File: src/standby_wake_sequencer_map.vh
// Purpose: constants for the standby and wake sequencer
// Assumes: 32-bit APB data, byte addresses, one word per register
// Notes: definitions only
`ifndef STANDBY_WAKE_SEQUENCER_MAP_VH
`define STANDBY_WAKE_SEQUENCER_MAP_VH

// register byte offsets
`define SYSCTL_OFFSET 8'h00
`define DIVCTL_OFFSET 8'h04
`define STATUS_OFFSET 8'h08
`define COMMAND_OFFSET 8'h0C

// system_control_reg fields
`define SYSCTL_SOFT_HW_STANDBY_PIN_N 7
`define SYSCTL_WAIT_MSB 6
`define SYSCTL_WAIT_LSB 4
`define SYSCTL_NMI_EDGE 2
`define SYSCTL_RAM_EN 0
`define SYSCTL_RESET 8'h01

// divide_control_reg fields
`define DIVCTL_MSB 1
`define DIVCTL_LSB 0
`define DIVCTL_RESET 2'h0

// command register fields
`define CMD_SLEEP 0

// wait select codes
`define WAIT_SEL_ILLEGAL 3'h7

// settling waits in states of the divided clock
`define WAIT_STATES_0 22'h00_2000
`define WAIT_STATES_1 22'h00_4000
`define WAIT_STATES_2 22'h00_8000
`define WAIT_STATES_3 22'h01_0000
`define WAIT_STATES_4 22'h02_0000
`define WAIT_STATES_5 22'h04_0000
`define WAIT_STATES_6 22'h00_0400

// sequencer states
`define ST_RUN 3'h0
`define ST_SOFT_HW_STANDBY_PIN_N 3'h1
`define ST_SETTLE 3'h2
`define ST_HW_HW_STANDBY_PIN_N 3'h3
`define ST_RESET_HOLD 3'h4

`endif

File: src/pin_sync.v
// Purpose: two-flop synchroniser for the three pin inputs
// Assumes: pins are asynchronous to MCLK
// Notes: reset loads fixed idle-high values so reset does not fake an edge
`timescale 1ns/1ps
module pin_sync (
  input wire clk,
  input wire rst_n,
  input wire [2:0] pin,
  output reg [2:0] pin_sync_out
);

  reg [2:0] stage1;

  // stage1 is read only by the second flop
  always @(posedge clk or negedge rst_n) begin
    if (!rst_n) begin
      stage1 <= 3'h7;
      pin_sync_out <= 3'h7;
    end else begin
      stage1 <= pin;
      pin_sync_out <= stage1;
    end
  end

endmodule

File: src/standby_wake_sequencer.v
// Purpose: power-down sequencer for software and hardware standby
// Assumes: MCLK at 50 MHz, pins asynchronous and synchronised inside, APB slave for registers
// Notes: long settle counts are parameters so a simulation can shorten them
//
// Function
// - settle wait chosen by three-bit select; code 111 is illegal
// - wait counted in divided-clock states; each divide step doubles it
// - nmi edge select: 0 detects falling edge, 1 rising edge
// - with rising edge selected, leave soft standby on next nmi rise
// - during soft standby all ports hold their present state
// - standby pin low enters hardware standby at once from any state
// - hardware standby halts everything and resets all but ram
// - all ports are high impedance throughout hardware standby
// - standby pin high while reset low restarts the oscillator
// - reset release after hardware standby starts reset handling
// - sleep with soft standby select set enters software standby
// - wake starts oscillator, gates clock until wait ends, then interrupt
//
// Implementation choices: the APB slave port and the placing of the registers.
`timescale 1ns/1ps
`include "standby_wake_sequencer_map.vh"
module standby_wake_sequencer #(
  parameter [21:0] WAIT_STATES_0 = `WAIT_STATES_0,
  parameter [21:0] WAIT_STATES_1 = `WAIT_STATES_1,
  parameter [21:0] WAIT_STATES_2 = `WAIT_STATES_2,
  parameter [21:0] WAIT_STATES_3 = `WAIT_STATES_3,
  parameter [21:0] WAIT_STATES_4 = `WAIT_STATES_4,
  parameter [21:0] WAIT_STATES_5 = `WAIT_STATES_5,
  parameter [21:0] WAIT_STATES_6 = `WAIT_STATES_6
) (
  input wire MCLK,
  input wire RSTN,
  input wire PSEL,
  input wire PENABLE,
  input wire PWRITE,
  input wire [7:0] PADDR,
  input wire [31:0] PWDATA,
  output reg [31:0] PRDATA,
  output reg PREADY,
  output reg PSLVERR,
  input wire NMI,
  input wire HW_STANDBY_PIN_N,
  input wire RES_N,
  output reg OSC_EN,
  output reg CLOCK_EN,
  output reg CPU_HALT,
  output reg PERIPH_HALT,
  output reg MODULE_RESET_N,
  output reg PORT_HOLD,
  output reg PORT_HIZ,
  output reg RAM_ENABLE,
  output reg NMI_EVENT,
  output reg RESET_EXC,
  output reg INT_EXC
);

  ////////////////////////////////////////////////////////////////////////
  // pin synchronisers

  wire [2:0] pins;
  wire nmi_s;
  wire hw_standby_pin_n_n_s;
  wire res_n_s;

  pin_sync u_sync (
    .clk(MCLK),
    .rst_n(RSTN),
    .pin({NMI, HW_STANDBY_PIN_N, RES_N}),
    .pin_sync_out(pins)
  );

  assign nmi_s = pins[2];
  assign hw_standby_pin_n_n_s = pins[1];
  assign res_n_s = pins[0];

  ////////////////////////////////////////////////////////////////////////
  // settle terminal count

  // cycles of MCLK for a select and divide pair
  function [21:0] settle_term;
    input [2:0] sel;
    input [1:0] div;
    reg [21:0] base;
    begin
      case (sel)
        3'h0: base = WAIT_STATES_0;
        3'h1: base = WAIT_STATES_1;
        3'h2: base = WAIT_STATES_2;
        3'h3: base = WAIT_STATES_3;
        3'h4: base = WAIT_STATES_4;
        3'h5: base = WAIT_STATES_5;
        3'h6: base = WAIT_STATES_6;
        default: base = WAIT_STATES_6;
      endcase
      // one divided-clock state is 2**div cycles of MCLK
      settle_term = base << div;
    end
  endfunction

  // status word: bit4 refused select, bit3 settle done, bits 2:0 state
  function [31:0] status_word;
    input illegal;
    input done;
    input [2:0] st;
    begin
      status_word = {27'h000_0000, illegal, done, st};
    end
  endfunction

  // soft standby or settling: ports held and modules kept out of reset
  function held_state;
    input [2:0] st;
    begin
      held_state = (st == `ST_SOFT_HW_STANDBY_PIN_N) || (st == `ST_SETTLE);
    end
  endfunction

  ////////////////////////////////////////////////////////////////////////
  // state and registers

  reg [2:0] state;
  reg [2:0] next_state;
  reg [7:0] sysctl;
  reg [1:0] divctl;
  reg [21:0] settle_cnt;
  reg [21:0] settle_last;
  reg nmi_prev;
  reg sleep_req;
  reg settle_done;
  reg illegal_write;

  wire apb_setup;
  wire apb_done;
  wire wr_done;
  wire nmi_rise;
  wire nmi_fall;
  wire nmi_edge;
  wire hit_sysctl;
  wire hit_divctl;
  wire hit_status;
  wire hit_command;
  wire hit_any;
  wire [2:0] wait_sel;

  assign apb_setup = PSEL & PENABLE & ~PREADY;
  assign apb_done = PSEL & PENABLE & PREADY;
  assign wr_done = apb_done & PWRITE;
  assign hit_sysctl = (PADDR == `SYSCTL_OFFSET);
  assign hit_divctl = (PADDR == `DIVCTL_OFFSET);
  assign hit_status = (PADDR == `STATUS_OFFSET);
  assign hit_command = (PADDR == `COMMAND_OFFSET);
  assign hit_any = hit_sysctl | hit_divctl | hit_status | hit_command;
  assign wait_sel = sysctl[`SYSCTL_WAIT_MSB:`SYSCTL_WAIT_LSB];

  assign nmi_rise = nmi_s & ~nmi_prev;
  assign nmi_fall = ~nmi_s & nmi_prev;
  // edge select picks which transition counts
  assign nmi_edge = sysctl[`SYSCTL_NMI_EDGE] ? nmi_rise : nmi_fall;

  always @(posedge MCLK or negedge RSTN) begin
    if (!RSTN) begin
      nmi_prev <= 1'b1;
    end else begin
      nmi_prev <= nmi_s;
    end
  end

  ////////////////////////////////////////////////////////////////////////
  // next state

  always @* begin
    next_state = state;
    case (state)
      `ST_RUN: begin
        if (!res_n_s) begin
          next_state = `ST_RESET_HOLD;
        end else if (sleep_req && sysctl[`SYSCTL_SOFT_HW_STANDBY_PIN_N]) begin
          next_state = `ST_SOFT_HW_STANDBY_PIN_N;
        end
      end
      `ST_SOFT_HW_STANDBY_PIN_N: begin
        if (!res_n_s) begin
          next_state = `ST_RESET_HOLD;
        end else if (nmi_edge) begin
          next_state = `ST_SETTLE;
        end
      end
      `ST_SETTLE: begin
        if (!res_n_s) begin
          next_state = `ST_RESET_HOLD;
        end else if (settle_done) begin
          next_state = `ST_RUN;
        end
      end
      `ST_HW_HW_STANDBY_PIN_N: begin
        if (hw_standby_pin_n_n_s) begin
          next_state = `ST_RESET_HOLD;
        end
      end
      `ST_RESET_HOLD: begin
        if (res_n_s) begin
          next_state = `ST_RUN;
        end
      end
      default: begin
        next_state = `ST_RESET_HOLD;
      end
    endcase
    // standby pin overrides every other transition
    if (!hw_standby_pin_n_n_s) begin
      next_state = `ST_HW_HW_STANDBY_PIN_N;
    end
  end

  always @(posedge MCLK or negedge RSTN) begin
    if (!RSTN) begin
      state <= `ST_RESET_HOLD;
    end else begin
      state <= next_state;
    end
  end

  ////////////////////////////////////////////////////////////////////////
  // settle counter

  // terminal latched at wake so a register write mid-wait cannot move it
  always @(posedge MCLK or negedge RSTN) begin
    if (!RSTN) begin
      settle_cnt <= 22'h00_0000;
      settle_last <= 22'h00_0000;
      settle_done <= 1'b0;
    end else if (state == `ST_SOFT_HW_STANDBY_PIN_N && nmi_edge) begin
      settle_cnt <= 22'h00_0000;
      settle_last <= settle_term(wait_sel, divctl) - 22'h00_0001;
      settle_done <= 1'b0;
    end else if (state == `ST_SETTLE && !settle_done) begin
      settle_cnt <= settle_cnt + 22'h00_0001;
      settle_done <= (settle_cnt == settle_last - 22'h00_0001);
    end else begin
      settle_done <= 1'b0;
    end
  end

  ////////////////////////////////////////////////////////////////////////
  // apb registers

  always @(posedge MCLK or negedge RSTN) begin
    if (!RSTN) begin
      sysctl <= `SYSCTL_RESET;
      divctl <= `DIVCTL_RESET;
      sleep_req <= 1'b0;
      illegal_write <= 1'b0;
    end else if (state == `ST_HW_HW_STANDBY_PIN_N) begin
      // everything but ram is reset in hardware standby
      sysctl <= `SYSCTL_RESET;
      divctl <= `DIVCTL_RESET;
      sleep_req <= 1'b0;
      illegal_write <= 1'b0;
    end else begin
      sleep_req <= wr_done & hit_command & PWDATA[`CMD_SLEEP];
      if (wr_done && hit_sysctl) begin
        sysctl[`SYSCTL_SOFT_HW_STANDBY_PIN_N] <= PWDATA[`SYSCTL_SOFT_HW_STANDBY_PIN_N];
        sysctl[`SYSCTL_NMI_EDGE] <= PWDATA[`SYSCTL_NMI_EDGE];
        sysctl[`SYSCTL_RAM_EN] <= PWDATA[`SYSCTL_RAM_EN];
        // the illegal code is refused and the old select kept
        if (PWDATA[`SYSCTL_WAIT_MSB:`SYSCTL_WAIT_LSB] == `WAIT_SEL_ILLEGAL) begin
          illegal_write <= 1'b1;
        end else begin
          sysctl[`SYSCTL_WAIT_MSB:`SYSCTL_WAIT_LSB] <=
            PWDATA[`SYSCTL_WAIT_MSB:`SYSCTL_WAIT_LSB];
          illegal_write <= 1'b0;
        end
      end
      if (wr_done && hit_divctl) begin
        divctl <= PWDATA[`DIVCTL_MSB:`DIVCTL_LSB];
      end
    end
  end

  // answer one cycle into the access phase
  always @(posedge MCLK or negedge RSTN) begin
    if (!RSTN) begin
      PREADY <= 1'b0;
      PSLVERR <= 1'b0;
      PRDATA <= 32'h0000_0000;
    end else begin
      PREADY <= apb_setup;
      PSLVERR <= apb_setup & ~hit_any;
      if (apb_setup && !PWRITE) begin
        if (hit_sysctl) begin
          PRDATA <= {24'h00_0000, sysctl};
        end else if (hit_divctl) begin
          PRDATA <= {30'h0000_0000, divctl};
        end else if (hit_status) begin
          PRDATA <= status_word(illegal_write, settle_done, state);
        end else begin
          PRDATA <= 32'h0000_0000;
        end
      end else begin
        PRDATA <= 32'h0000_0000;
      end
    end
  end

  ////////////////////////////////////////////////////////////////////////
  // outputs, decoded from the next state

  always @(posedge MCLK or negedge RSTN) begin
    if (!RSTN) begin
      OSC_EN <= 1'b1;
      CLOCK_EN <= 1'b1;
      CPU_HALT <= 1'b1;
      PERIPH_HALT <= 1'b1;
      MODULE_RESET_N <= 1'b0;
      PORT_HOLD <= 1'b0;
      PORT_HIZ <= 1'b0;
      RAM_ENABLE <= 1'b1;
      NMI_EVENT <= 1'b0;
      RESET_EXC <= 1'b0;
      INT_EXC <= 1'b0;
    end else begin
      // oscillator off only in the two standby states
      OSC_EN <= (next_state != `ST_HW_HW_STANDBY_PIN_N) &&
        (next_state != `ST_SOFT_HW_STANDBY_PIN_N);
      // clock withheld until the settle wait ends
      CLOCK_EN <= (next_state == `ST_RUN) ||
        (next_state == `ST_RESET_HOLD);
      CPU_HALT <= (next_state != `ST_RUN);
      PERIPH_HALT <= (next_state != `ST_RUN) &&
        (next_state != `ST_RESET_HOLD);
      MODULE_RESET_N <= (next_state == `ST_RUN) || held_state(next_state);
      PORT_HOLD <= held_state(next_state);
      PORT_HIZ <= (next_state == `ST_HW_HW_STANDBY_PIN_N);
      RAM_ENABLE <= sysctl[`SYSCTL_RAM_EN] & (next_state != `ST_HW_HW_STANDBY_PIN_N);
      NMI_EVENT <= (state == `ST_RUN) && nmi_edge && (next_state == `ST_RUN);
      RESET_EXC <= (state == `ST_RESET_HOLD) && (next_state == `ST_RUN);
      INT_EXC <= (state == `ST_SETTLE) && (next_state == `ST_RUN);
    end
  end

endmodule

File: config.mk
export PLATFORM = sky130hd
export DESIGN_NAME = standby_wake_sequencer
export DESIGN_NICKNAME = d
export VERILOG_FILES = /design/src/pin_sync.v /design/src/standby_wake_sequencer.v
export VERILOG_INCLUDE_DIRS = /design/src
export SDC_FILE = /design/constraint.sdc
export NUM_CORES = 1
export LEC_CHECK = 0
export ABC_AREA = 1
export BUFFER_PORTS_ARGS = -buffer_cell sky130_fd_sc_hd__buf_2
export CAP_MARGIN = 20
export CORE_ASPECT_RATIO = 2
export CORE_MARGIN = 10
export CORE_UTILIZATION = 30
export DETAILED_ROUTE_END_ITERATION = 16
export SYNTH_ARGS = -nofsm -noshare
export SYNTH_HDL_FRONTEND = slang
export SYNTH_SLANG_ARGS = --single-unit
File: constraint.sdc
create_clock -name MCLK -period 3.7 [get_ports MCLK]
set_clock_uncertainty 0.15 [all_clocks]
set_input_delay 1.11 -clock MCLK [delete_from_list [all_inputs] [get_ports MCLK]]
set_output_delay 1.11 -clock MCLK [all_outputs]
set_load 0.005 [all_outputs]
==> flow_summary.ini <==
[clock_tree]
cts_hold_buffers = 0
cts_tree = built
insertion_delay_ns = 0.34
clkTransAtPathRegs_ns = 0.06
clock_sink_count = 77
ctsHtreeMaxLevel = 3
cts_max_path_buffers = 2
cts_resized = 0
post_cts_buffers = 0
number_of_buffers_inserted_during_clock_tree_synthesis = 9
root_buffer = sky130_fd_sc_hd__clkbuf_16

[worst_setup_path]
worstSetupPathType = in -> reg
cp-end-kind = flop
cp.arrival_ns = 2.44
cp-start-kind = primary input
maximum_fanout_along_the_worst_path = 7
crit_required_ns = 3.75

[drt]
detail_route.wirelength_mm = 11.08
drt-pass1-iter-count = 4
vias = 3766
avgRoutedWirePerCell_um = 13.56
drt-initial-drc-count = 118
ant_nets = 0
remaining_drc_errors = 0
detail_route.vias_per_cell = 4.610

[placed_design]
finalWeightedCongestion = 0.8782
port-buffer-count = 43
place_hpwl_mm = 8.802

[sta]
worst_slew_margin_rel = 0.6280
setup_viol = 0
timing.final.crit_share = 0.6455
achievable-frequency_ghz = 0.4187
final_critical_period_ns = 2.389
slew_viol_final = 0
hold-worst-slack_ns = 0.2063
grt_setup_unrepaired = false
timing_worst_slew_pin_value_ns = 0.5580
setup_tns_ns = 0
hold_viol_final = 0

[grt]
globalRouteTotalUtil = 0.1122
maximum_number_of_pins_on_one_net_before_global_route_repair = 43
first_global_vias = 3949
global_route_wire_length_before_repair_mm = 18.33
grt_remaining_overflow = 0
grt_antenna_before_repair = 0

[logic_synthesis]
seq_area_frac_synth = 0.4431
post_synth_instance_area_um2 = 4388
yosys_warnings = 0
netlist-cell-type-count = 43
cell_count_after_synthesis = 575
avgSynthCellArea_um2 = 7.631
flops_latches_synth = 77

[floorplanning]
chipWidth_um = 105.5
initial_core_util = 0.3058
top_level_ports = 93
dieArea_um2 = 20160
core.rowCount = 62
chipHeight_um = 191.0
core-area_um2 = 14350

[power_and_ir_drop]
power.density_nw_per_um2 = 478.6
total_leakage_power_nw = 2.457
p_total_mw = 2.395
ir_worst_vdd_v = 0.0002873

[final_layout]
fraction_of_the_core_area_covered_by_cells_at_the_end_of_the_flow = 0.3487
final_net_count = 671
area_added_between_synthesis_and_finish_pct = 14.06
layout_cells_sized_above_1 = 0.1520
antenna_diode_count = 0

[job]
max_cap_violations = 0

[min_path]
hp-class = reg -> reg

[status]
outcome = finished clean
==> Yosys cell counts (all sizes together) <==
master,count,area [um^2]
o211ai,2,15.01
a31oi,2,12.51
nor3,17,106.4
a21oi,20,111.4
nand3,57,302.8
nand3b,1,7.510
a221oi,1,8.760
inv,76,287.8
dfstp,14,367.9
nor4,2,27.53
o32ai,1,8.760
xor2,8,70.07
a22o,1,8.760
nand4,17,106.4
nor2,71,299.0
o21a,3,22.52
conb,1,3.750
nand2,135,511.7
or2,1,6.260
ha,3,37.54
dfrtp,63,1577
a21o,1,7.510
o31ai,1,7.510
buf,32,220.2
xnor2,6,52.55
a211oi,2,15.01
clkbuf,3,12.51
o221ai,1,8.760
o21ai,33,165.1
==> state kept, by name, indices dropped and copies added (netlist names), 2 cells and up <==
| signal | cells |
|---|---|
| u_sync.pin_sync_out | 3 |
| settle_cnt | 22 |
| PRDATA | 8 |
| settle_last | 13 |
| u_sync.stage1 | 3 |
| sysctl | 6 |
| divctl | 2 |
| state | 3 |
==> cell type report <==
class	instances	area (um^2)
flip-flops and latches	77	1944
repair buffers	46	240.2
inverters	76	287.8
multi-input cells	410	2009
clock buffers	9	225.2
well taps	192	240.2
clock inverters	7	57.56
fillers	1521	9346
==> routing by layer <==
| metal | up-vias | global-route usage | wire (um) |
|---|---|---|---|
| li1 | 1898 | - | - |
| met1 | 1760 | 0.1064 | 4075 |
| met2 | 89 | 0.2160 | 6238 |
| met3 | 19 | 0.01383 | 364 |
| met4 | 0 | 0.07696 | 400 |
| met5 | - | 0 | 0 |
==> stage by stage <==
stage               setup slack (ns)  cells  cell area (um^2)
floorplan                      1.355    598              4474
global placement              0.9945    801              4722
detailed placement            0.9498    801              4722
CTS                            1.304    817              5005
global route                   1.064    817              5005
finish                         1.312    817              5005
==> final timing paths <==
check	slack, ns	depth (start not counted)	to	from
setup reg to reg	1.41	11	RESET_EXC$_DFF_PN0_	state[2]$_DFF_PN1_
hold / removal	0.21	0	u_sync.pin_sync_out[0]$_DFF_PN1_	u_sync.stage1[0]$_DFF_PN1_
min in group asynchronous	0.60	1	settle_last[20]$_DFFE_PN0P_	RSTN
setup / recovery	1.31	11	sysctl[5]$_DFFE_PN0P_	PADDR[1]
hold reg to reg	0.21	0	u_sync.pin_sync_out[0]$_DFF_PN1_	u_sync.stage1[0]$_DFF_PN1_
max in group asynchronous	2.06	2	state[2]$_DFF_PN1_	RSTN
==> critical path, cell delays in order <==
cell	delay, ns
sky130_fd_sc_hd__buf_2	0.09
sky130_fd_sc_hd__nor2_1	0.15
sky130_fd_sc_hd__nand3_1	0.12
sky130_fd_sc_hd__nor2_1	0.09
sky130_fd_sc_hd__inv_1	0.08
sky130_fd_sc_hd__nor2_1	0.15
sky130_fd_sc_hd__nand2_1	0.07
sky130_fd_sc_hd__nand2_1	0.18
sky130_fd_sc_hd__o21ai_1	0.21
sky130_fd_sc_hd__nand2_1	0.09
sky130_fd_sc_hd__o21ai_0	0.08
==> power breakdown <==
| group | internal (mW) | total (mW) | switching [mW] |
|---|---|---|---|
| sequential | 0.941 | 1.04 | 0.0998 |
| combinational | 0.180 | 0.511 | 0.332 |
| clock | 0.463 | 0.843 | 0.380 |
==> logic make-up after synthesis <==
group | after synthesis | share of synthesized area
simple gates | 301 | 0.3117
buf+inv | 111 | 0.1186
flops | 77 | 0.4431
compound gates | 68 | 0.08925
xor+xnor | 14 | 0.02794
fa+ha+maj | 3 | 0.008555
other cells | 1 | 0.0008546
==> cell usage in the layout (no fill, tap or decap), types with 2 or more instances in the layout <==
cell | netlist | final
sky130_fd_sc_hd__a211oi_1 | 2 | 2
sky130_fd_sc_hd__a21oi_1 | 19 | 19
sky130_fd_sc_hd__a31oi_1 | 2 | 2
sky130_fd_sc_hd__buf_2 | 8 | 42
sky130_fd_sc_hd__buf_4 | 24 | 4
sky130_fd_sc_hd__clkbuf_16 | 0 | 9
sky130_fd_sc_hd__clkinvlp_4 | 0 | 2
sky130_fd_sc_hd__conb_1 | 1 | 24
sky130_fd_sc_hd__dfrtp_1 | 63 | 63
sky130_fd_sc_hd__dfstp_2 | 14 | 14
sky130_fd_sc_hd__ha_1 | 3 | 3
sky130_fd_sc_hd__inv_1 | 71 | 71
sky130_fd_sc_hd__inv_2 | 4 | 4
sky130_fd_sc_hd__inv_6 | 0 | 2
sky130_fd_sc_hd__nand2_1 | 133 | 133
sky130_fd_sc_hd__nand2_2 | 2 | 2
sky130_fd_sc_hd__nand3_1 | 55 | 55
sky130_fd_sc_hd__nand4_1 | 17 | 17
sky130_fd_sc_hd__nor2_1 | 66 | 66
sky130_fd_sc_hd__nor2_4 | 4 | 4
sky130_fd_sc_hd__nor3_1 | 14 | 14
sky130_fd_sc_hd__nor3_2 | 2 | 2
sky130_fd_sc_hd__o211ai_1 | 2 | 2
sky130_fd_sc_hd__o21a_1 | 3 | 3
sky130_fd_sc_hd__o21ai_0 | 30 | 30
sky130_fd_sc_hd__o21ai_1 | 3 | 3
sky130_fd_sc_hd__xnor2_1 | 6 | 6
sky130_fd_sc_hd__xor2_1 | 8 | 8
Power figures use the tool's default switching activity.
